File: src/tpc_pkg.sv
// package for the timer channel 0 pin function block
package tpc_pkg;

	// register indices (plain port, word-wide data in low bits)
	localparam logic [3:0] ADDR_PIN_CONTROL_HIGH = 4'h0;
	localparam logic [3:0] ADDR_PIN_CONTROL_LOW  = 4'h1;
	localparam logic [3:0] ADDR_MODE             = 4'h2;
	localparam logic [3:0] ADDR_GENERAL_A        = 4'h3;
	localparam logic [3:0] ADDR_GENERAL_C        = 4'h4;
	localparam logic [3:0] ADDR_GENERAL_D        = 4'h5;
	localparam logic [3:0] ADDR_PIN_STATUS       = 4'h6;

	// field positions
	localparam int FIELD_A_LSB   = 0;
	localparam int FIELD_D_LSB   = 4;
	localparam int FIELD_C_LSB   = 0;
	localparam int MODE_BUF_A    = 0;
	localparam int MODE_BUF_B    = 1;
	localparam int FN_CAPTURE    = 3;
	localparam int FN_CASCADE    = 2;
	localparam int FN_BOTH_EDGES = 1;
	localparam int FN_FALLING    = 0;
	localparam int FN_INIT_LEVEL = 2;

	// reset values
	localparam logic [7:0]  CONTROL_RESET = 8'h00;
	localparam logic [1:0]  MODE_RESET    = 2'h0;
	localparam logic [15:0] GENERAL_RESET = 16'hffff;

	// compare-match actions, low-order bits of a function field
	localparam logic [1:0] ACT_HOLD   = 2'h0;
	localparam logic [1:0] ACT_LOW    = 2'h1;
	localparam logic [1:0] ACT_HIGH   = 2'h2;
	localparam logic [1:0] ACT_TOGGLE = 2'h3;

endpackage

File: src/tpc_top.sv
// timer channel 0 pin function, capture and compare for registers a, c and d
//
// The address-and-strobe port and the placing of the registers were left to the implementer.
`timescale 1ns/100ps
// How it works
// RULE1: compare 01: initial level, low on match
// RULE2: compare 10: initial level, high on match
// RULE3: compare 11: initial level, toggle on match
// RULE4: bit 2 picks initial level; 00 holds
// RULE5: 1000 captures on pin rising edge
// RULE6: 1001 captures on pin falling edge
// RULE7: 101x captures on both pin edges
// RULE8: 11xx takes trigger from channel 1 count
// RULE9: cascade captures on channel 1 up or down steps
// RULE10: pins low after reset until field written
// RULE11: buffer mode disables register c or d function
// RULE12: capture copies counter; match when counter equals register
module tpc_top
	import tpc_pkg::*;
#(
	parameter int WIDTH = 16
)
(
	input  wire logic             i_clock,
	input  wire logic             i_rst_n,
	input  wire logic [3:0]       i_addr,
	input  wire logic [31:0]      i_wdata,
	input  wire logic             i_wr,
	input  wire logic             i_rd,
	output logic      [31:0]      o_rdata,
	input  wire logic [WIDTH-1:0] i_ch0_counter,
	input  wire logic             i_ch1_count_step,
	input  wire logic             i_ch0_pin_a,
	input  wire logic             i_ch0_pin_c,
	input  wire logic             i_ch0_pin_d,
	output logic                  o_ch0_pin_a,
	output logic                  o_ch0_pin_c,
	output logic                  o_ch0_pin_d,
	output logic                  o_ch0_pin_a_oe_n,
	output logic                  o_ch0_pin_c_oe_n,
	output logic                  o_ch0_pin_d_oe_n,
	output logic                  o_capture_a,
	output logic                  o_capture_c,
	output logic                  o_capture_d,
	output logic                  o_match_a,
	output logic                  o_match_c,
	output logic                  o_match_d
);

	// ----------------------------------------------------------------
	// state
	// ----------------------------------------------------------------
	typedef struct packed
	{
		logic [7:0]            ctrl_high;
		logic [7:0]            ctrl_low;
		logic [1:0]            mode;
		logic [2:0][WIDTH-1:0] gen;
		logic [2:0]            pin_out;
		logic [2:0]            pin_prev;
		logic [2:0]            capture;
		logic [2:0]            match;
		logic [31:0]           rdata;
	} tpc_state_t;

	tpc_state_t state;
	tpc_state_t next_state;

	logic [2:0][3:0] field;
	logic [2:0]      pin_in;
	logic [2:0]      disabled;
	logic [3:0]      fn;
	logic            edge_hit;

	assign field[0] = state.ctrl_high[FIELD_A_LSB +: 4];
	assign field[1] = state.ctrl_low[FIELD_C_LSB +: 4];
	assign field[2] = state.ctrl_low[FIELD_D_LSB +: 4];
	assign pin_in   = {i_ch0_pin_d, i_ch0_pin_c, i_ch0_pin_a};
	assign disabled = {state.mode[MODE_BUF_B], state.mode[MODE_BUF_A], 1'b0}; // [RULE11]

	// ----------------------------------------------------------------
	// next state
	// ----------------------------------------------------------------
	always_comb
	begin
		next_state          = state;
		next_state.pin_prev = pin_in;
		next_state.capture  = 3'h0;
		next_state.match    = 3'h0;
		fn                  = 4'h0;
		edge_hit            = 1'b0;
		for (int i = 0; i < 3; i++)
		begin
			fn = field[i];
			if (!disabled[i]) // [RULE11]
			begin
				if (fn[FN_CAPTURE])
				begin
					if (fn[FN_CASCADE])
						edge_hit = i_ch1_count_step; // [RULE8] [RULE9]
					else if (fn[FN_BOTH_EDGES])
						edge_hit = pin_in[i] != state.pin_prev[i]; // [RULE7]
					else if (fn[FN_FALLING])
						edge_hit = !pin_in[i] && state.pin_prev[i]; // [RULE6]
					else
						edge_hit = pin_in[i] && !state.pin_prev[i]; // [RULE5]
					if (edge_hit)
					begin
						next_state.gen[i]     = i_ch0_counter; // [RULE12]
						next_state.capture[i] = 1'b1;
					end
				end
				else if (fn[1:0] != ACT_HOLD && i_ch0_counter == state.gen[i]) // [RULE12]
				begin
					next_state.match[i] = 1'b1;
					unique case (fn[1:0])
						ACT_LOW:    next_state.pin_out[i] = 1'b0; // [RULE1]
						ACT_HIGH:   next_state.pin_out[i] = 1'b1; // [RULE2]
						ACT_TOGGLE: next_state.pin_out[i] = !state.pin_out[i]; // [RULE3]
						default:    next_state.pin_out[i] = state.pin_out[i]; // [RULE4]
					endcase
				end
			end
		end

		// register writes; a compare field write with an action other than 00 loads the initial level
		if (i_wr)
		begin
			unique case (i_addr)
				ADDR_PIN_CONTROL_HIGH:
				begin
					next_state.ctrl_high = i_wdata[7:0];
					fn = i_wdata[FIELD_A_LSB +: 4];
					if (!fn[FN_CAPTURE] && fn[1:0] != ACT_HOLD)
						next_state.pin_out[0] = fn[FN_INIT_LEVEL]; // [RULE1] [RULE2] [RULE3] [RULE4]
				end
				ADDR_PIN_CONTROL_LOW:
				begin
					next_state.ctrl_low = i_wdata[7:0];
					fn = i_wdata[FIELD_C_LSB +: 4];
					if (!fn[FN_CAPTURE] && fn[1:0] != ACT_HOLD)
						next_state.pin_out[1] = fn[FN_INIT_LEVEL]; // [RULE4]
					fn = i_wdata[FIELD_D_LSB +: 4];
					if (!fn[FN_CAPTURE] && fn[1:0] != ACT_HOLD)
						next_state.pin_out[2] = fn[FN_INIT_LEVEL]; // [RULE4]
				end
				ADDR_MODE:      next_state.mode   = i_wdata[1:0];
				ADDR_GENERAL_A: next_state.gen[0] = i_wdata[WIDTH-1:0];
				ADDR_GENERAL_C: next_state.gen[1] = i_wdata[WIDTH-1:0];
				ADDR_GENERAL_D: next_state.gen[2] = i_wdata[WIDTH-1:0];
				default:        next_state.mode   = state.mode;
			endcase
		end

		// read data stands in the cycle after the strobe only
		next_state.rdata = 32'h0;
		if (i_rd)
		begin
			unique case (i_addr)
				ADDR_PIN_CONTROL_HIGH: next_state.rdata = {24'h0, state.ctrl_high};
				ADDR_PIN_CONTROL_LOW:  next_state.rdata = {24'h0, state.ctrl_low};
				ADDR_MODE:             next_state.rdata = {30'h0, state.mode};
				ADDR_GENERAL_A:        next_state.rdata = 32'(state.gen[0]);
				ADDR_GENERAL_C:        next_state.rdata = 32'(state.gen[1]);
				ADDR_GENERAL_D:        next_state.rdata = 32'(state.gen[2]);
				ADDR_PIN_STATUS:       next_state.rdata = {26'h0, pin_in, state.pin_out};
				default:               next_state.rdata = 32'h0;
			endcase
		end
	end

	// ----------------------------------------------------------------
	// registers
	// ----------------------------------------------------------------
	always_ff @(posedge i_clock)
	begin
		if (!i_rst_n)
		begin
			state           <= '0;
			state.ctrl_high <= CONTROL_RESET;
			state.ctrl_low  <= CONTROL_RESET;
			state.mode      <= MODE_RESET;
			state.gen       <= {3{GENERAL_RESET[WIDTH-1:0]}};
			state.pin_out   <= 3'h0; // [RULE10]
		end
		else
			state <= next_state;
	end

	// ----------------------------------------------------------------
	// outputs
	// ----------------------------------------------------------------
	always_comb
	begin
		o_rdata          = state.rdata;
		o_ch0_pin_a      = state.pin_out[0];
		o_ch0_pin_c      = state.pin_out[1];
		o_ch0_pin_d      = state.pin_out[2];
		o_ch0_pin_a_oe_n = field[0][FN_CAPTURE]; // [RULE10]
		o_ch0_pin_c_oe_n = field[1][FN_CAPTURE] || disabled[1];
		o_ch0_pin_d_oe_n = field[2][FN_CAPTURE] || disabled[2];
		o_capture_a      = state.capture[0];
		o_capture_c      = state.capture[1];
		o_capture_d      = state.capture[2];
		o_match_a        = state.match[0];
		o_match_c        = state.match[1];
		o_match_d        = state.match[2];
	end

endmodule

File: config.mk
export PLATFORM = sky130hd
export DESIGN_NAME = tpc_top
export DESIGN_NICKNAME = d
export VERILOG_FILES = /design/src/tpc_pkg.sv /design/src/tpc_top.sv
export SDC_FILE = /design/constraint.sdc
export NUM_CORES = 1
export LEC_CHECK = 0
export ABC_AREA = 0
export BUFFER_PORTS_ARGS = -buffer_cell sky130_fd_sc_hd__buf_2
export CAP_MARGIN = 25
export CORE_MARGIN = 1.5
export CORE_UTILIZATION = 60
export DETAILED_ROUTE_END_ITERATION = 12
export PLACE_DENSITY = 0.86
export SLEW_MARGIN = 20
export SYNTH_ARGS = -nofsm -noshare
export SYNTH_HDL_FRONTEND = slang
export SYNTH_SLANG_ARGS = --single-unit
export TNS_END_PERCENT = 20
File: constraint.sdc
create_clock -name i_clock -period 4.4 [get_ports i_clock]
set_input_delay 0.88 -clock i_clock [delete_from_list [all_inputs] [get_ports i_clock]]
set_output_delay 0.88 -clock i_clock [all_outputs]
set_load 0.01 [all_outputs]
After elaboration in Yosys (flattened, before gate mapping)
Index checks and enable logic that the tools add are counted.
{"block": "word_totals", "register_bits": 110, "input_bits": 60, "elab_cells": 128}
{"block": "op_classes", "n_eq_ne": 21, "muxes": 49, "bitwise_logic": 3, "n_reduce_logical": 40}
{"operator": "$mux 16", "n": 11}
{"operator": "$pmux 16 s7", "n": 1}
{"operator": "$mux 51", "n": 1}
{"operator": "$eq 16x16->1", "n": 3}
{"operator": "$mux 1", "n": 32}
{"operator": "$eq 2x2->1 const B", "n": 6}
{"operator": "$eq 4x3->1 const B", "n": 3}
{"operator": "$reduce_or 3->1", "n": 4}
{"operator": "$logic_and 1x1->1", "n": 11}
{"operator": "$logic_not 1->1", "n": 11}
{"operator": "$reduce_and 2->1", "n": 5}
{"operator": "$reduce_bool 2->1", "n": 5}
{"operator": "$pmux 1 s3", "n": 3}
{"operator": "$eq 4x2->1 const B", "n": 2}
{"operator": "$eq 2x1->1 const B", "n": 3}
{"operator": "$eq 4x1->1 const B", "n": 1}
{"operator": "$logic_not 4->1", "n": 1}
{"operator": "$ne 1x1->1", "n": 3}
{"operator": "$not 1->1", "n": 3}
{"operator": "$logic_or 1x1->1", "n": 2}
{"operator": "$mux 2", "n": 1}
{"operator": "$reduce_or 2->1", "n": 1}

Longest topological paths before layout
{"block": "logic_depth", "depth_word": 12, "ltp_mapped": 9}

Least setup slack after synthesis
No wires, ideal clock.
{"block": "synth_timing", "path_kind": "input to register", "from": "input i_ch0_pin_d", "to": "register state[83] in the netlist's numbering", "arrival_time_ns": 2.288, "setup_slack_ns": 1.990, "cell_stages": 9, "path_cell_list": "inv_1 -> ha_1 -> nand2_1 -> mux2i_1 -> or4b_1 -> buf_4 -> buf_6 -> mux2i_1 -> a21oi_1"}
{"block": "synth_between", "elab_chain_len": 12, "elab_cells_between_ends": 14, "classes_between": "1 x eq/ne; 10 x mux; 3 x reduce/logical"}
{"item": "start, declared", "line": "tpc_top.sv:35", "source": "input wire logic i_ch0_pin_d,"}
{"item": "$logic_not 1->1", "line": "tpc_top.sv:104", "source": "edge_hit = !pin_in[i] && state.pin_prev[i];"}
{"item": "$logic_and 1x1->1", "line": "tpc_top.sv:104"}
{"item": "$mux 1", "line": "tpc_top.sv:103", "source": "else if (fn[FN_FALLING])"}
{"item": "$mux 1 (*)", "line": "tpc_top.sv:101", "source": "else if (fn[FN_BOTH_EDGES])"}
{"item": "$mux 1 (*)", "line": "tpc_top.sv:99", "source": "if (fn[FN_CASCADE])"}
{"item": "$mux 1 (*)", "line": "tpc_top.sv:97", "source": "if (fn[FN_CAPTURE])"}
{"item": "$mux 1 (*)", "line": "tpc_top.sv:95", "source": "if (!disabled[i])"}
{"item": "$mux 16 (*)", "line": "tpc_top.sv:107", "source": "if (edge_hit)"}
{"item": "$mux 16 (*)", "line": "tpc_top.sv:97"}
{"item": "$mux 16 (*)", "line": "tpc_top.sv:95"}
{"item": "$mux 16", "line": "tpc_top.sv:129", "source": "unique case (i_addr)"}
{"item": "$mux 51 (*)", "line": "tpc_top.sv:127", "source": "if (i_wr)"}
{"item": "end signal, assigned", "line": "tpc_top.sv:187", "source": "state <= next_state;"}
{"item": "end, declared", "line": "tpc_top.sv:66", "source": "tpc_state_t state;"}
Mark *: on every way between the ends. The rest lies on a longest branch, timed or not. The select of a mux whose other input is x is not followed.
A chain may end at the register's enable or synchronous reset.

Final worst setup path
{"block": "layout_timing", "from": "input i_rst_n", "to": "register state, in the netlist o_rdata[4]"}
{"block": "layout_between", "elab_chain_len": 1}
{"item": "start, declared", "line": "tpc_top.sv:25", "source": "input wire logic i_rst_n,"}
{"item": "$reduce_and 2->1 (no source line)"}
No other way between the ends.

==> flow_summary.ini <==
[outcome]
status = finished, final reports clean

[finish]
fin_nets = 672
antenna_cells = 0
final_layout_size_suffix_gt1_share_pct = 17.35
final_cells = 716
syn_to_final_growth_pct = 5.323
fillers = 703

[synth]
synth_common_cells = 94 x dfxtp_1, 71 x nor2_1, 59 x a21oi_1
ys.flop_type = dfxtp_1
synth_edf_count = 0
ys_top_cells_by_area = dfxtp_1 37%, mux2i_1 11%, xnor2_1 5.8%
synth.most_common_cell = dfxtp_1
synth_top_area_cell = dfxtp_1
synth_area_per_cell_um2 = 8.875
synth_area_um2 = 5147
yosysSeqAreaShare_pct = 36.56
synth_warnings = 0
async_flop_share_pct = 0
ys_types = 59
ys_ff_latch = 94
yosysTopAreaCellShare_pct = 36.56
synthCells = 580

[setup_path]
cp_top_family = simple AND/OR/NAND/NOR gates
crit_path_end_kind = register
r2r-start = state[38]
reg2reg_depth = 6
crit_chain = buf_2 > nand4b_1 > a21oi_1
ff2ff_setup_slack_ns = 2.27
cp.required_ns = 4.64
worst-path-buf-inv = 1
r2r-end = state[57]
max_stage_delay_ns = 0.95
arrival_ns = 2.93
critPathKind = in2reg
cpMaxStageDelayCell = nand4b_1
crit_fanout = 26
worstSetupStartpointType = input port

[die]
die_x_um = 95.63
start_util_pct = 62.33
ios = 104
rows = 33
die_h_um = 95.63
fp.coreArea_um2 = 8258
dieArea_um2 = 9144

[routing]
ant_nets = 0
initialDrtViolationCount = 572
drc_errors = 0
postRouteWirelength_mm = 14.24
vias = 4614
viasPerCell = 6.444
first_pass_iters = 8
wl_per_cell_um = 19.89

[timing]
slew_headroom_pct = 26.40
tns_ns = 0
setup_ws_ns = 1.704
clock_skew_ns = 0.01606
worst_pin_slew_ns = 1.094
slew_viol_final = 0
period_needed_ns = 2.696
grt_setup_unrepaired = false
finalCritPeriodShare_pct = 61.27
holdWs_ns = 0.5140
setup_viol = 0
hold_viol = 0
fmax_ghz = 0.3709

[run]
maxCapViolations = 0

[clock_network]
cts_setup_buffers = 0
post_cts_resized = 0
clkSinkCount = 94
clk_pin_slew_ns = 0.09
postCtsHoldBufs = 0
htree_levels = 3
cts_inserted_buffers = 9
cts_buffer_depth = 2
cts_root_buffer = clkbuf_8
cts_tree = yes
clkLatencyLatePin_ns = 0.37

[placement]
place_inst = 700
dpl.hpwl_mm = 9.582
gp_congestion = 0.9183
port_buffers = 71
post-place-ws_ns = 1.429

[global_routing]
grt_antenna_before_repair = 1
grt_overflow_total = 0
first_global_vias = 4312
track_usage_pct = 32.10
grt_start_max_net_pins = 27
grt_pass1_wl_mm = 21.98

[pwr]
p_seq_share_pct = 54.4
clkPwrFrac_pct = 33.6
power_switching_mw = 0.4519
internal_power_mw = 1.160
vdd_drop_max_v = 0.0001410
switching_share_pct = 28.04
p_comb_share_pct = 12.0
power_leakage_nw = 2.564
p_per_area_nw_per_um2 = 297.2

[hold_path]
hold_class = reg2reg
worstHoldStart = state[76]
hold_depth = 2
holdPathEnd = o_rdata[0]
==> stage by stage <==
step                      utilization, %  instance area (um^2)  total power, mW
final                              65.65                  5421            1.611
after global routing               65.65                  5421            1.659
after floorplan                        -                  5204            1.036
after CTS                          65.65                  5421            1.604
after detailed placement           63.44                  5239            1.081
after global placement             63.44                  5239            1.075
==> routing by layer <==
layer	global-route usage (%)	vias to the layer above	wire length (um)
li1	-	2049	-
met1	41.72	2179	5605
met2	50.88	326	6551
met3	5.981	58	1492
met4	15.81	2	577
met5	0	-	13
==> worst max-delay path by stage <==
| stage | startpoint | endpoint | slack (ns) | depth (start not counted) |
|---|---|---|---|---|
| finish | i_rst_n | o_rdata[4] | 1.70 | 3 |
| CTS | i_addr[0] | state[84] | 1.78 | 7 |
| floorplan | i_ch0_pin_d | state[83] | 1.99 | 9 |
| detailed placement | i_addr[3] | o_ch0_pin_c | 1.43 | 7 |
| global placement | i_addr[3] | o_ch0_pin_c | 1.50 | 7 |
| global route | i_addr[0] | state[81] | 1.67 | 7 |
==> worst register-to-register path, stage by stage, from the launching register on <==
cell,delay (ns)
dfxtp_1,0.33
ha_1,0.27
nor4bb_1,0.46
a211o_1,0.56
a21oi_1,0.18
o2bb2ai_1,0.17
nand2_1,0.10
==> flip-flops by register name (all words and copies together) (netlist names), 2 cells and up <==
register,cells
state,55
o_rdata,16
field,11
disabled,2
==> layout make-up <==
cell class / instances / area (um^2) / share of cell area [%]
clock buffer: 10 / 137.6 / 2.539
multi-input combinational: 414 / 2776 / 51.21
sequential: 94 / 1882 / 34.71
clock inverter: 6 / 45.04 / 0.8308
inverter: 7 / 26.28 / 0.4847
timing repair buffer: 80 / 422.9 / 7.801
tap: 105 / 131.4 / 2.423
==> logic make-up (layout without fill, tap and decap cells) <==
group / count (synthesis) / in the layout / share of synthesized area, %
buf+inv: 87 / 103 / 10.60
compound gates: 119 / 119 / 15.85
mux: 59 / 59 / 11.57
simple gates: 166 / 166 / 15.73
xor+xnor: 48 / 48 / 8.167
flops: 94 / 94 / 36.56
fa+ha+maj: 6 / 6 / 1.458
other cells: 1 / 16 / 0.07285
==> layout by cell type (no fill, tap or decap), types with 8 or more instances in the layout <==
master / synthesis / final
dfxtp_1: 94 / 94
nor2_1: 71 / 71
buf_2: 16 / 71
a21oi_1: 59 / 59
mux2i_1: 55 / 55
nand2_1: 42 / 42
xnor2_1: 34 / 34
o2bb2ai_1: 16 / 16
conb_1: 1 / 16
xor2_1: 14 / 14
a222oi_1: 11 / 11
clkbuf_8: 0 / 10
buf_4: 35 / 9
nor3_1: 8 / 8
a22oi_1: 8 / 8
==> power groups by stage <==
stage	Clock [mW]	Sequential, mW	Combinational (mW)
after global placement	0	0.894	0.180
final	0.542	0.876	0.194
after CTS	0.540	0.876	0.188
after floorplan	0	0.892	0.143
after detailed placement	0	0.895	0.185
after global routing	0.574	0.878	0.207
No activity file was read; power rests on OpenSTA's default activity.
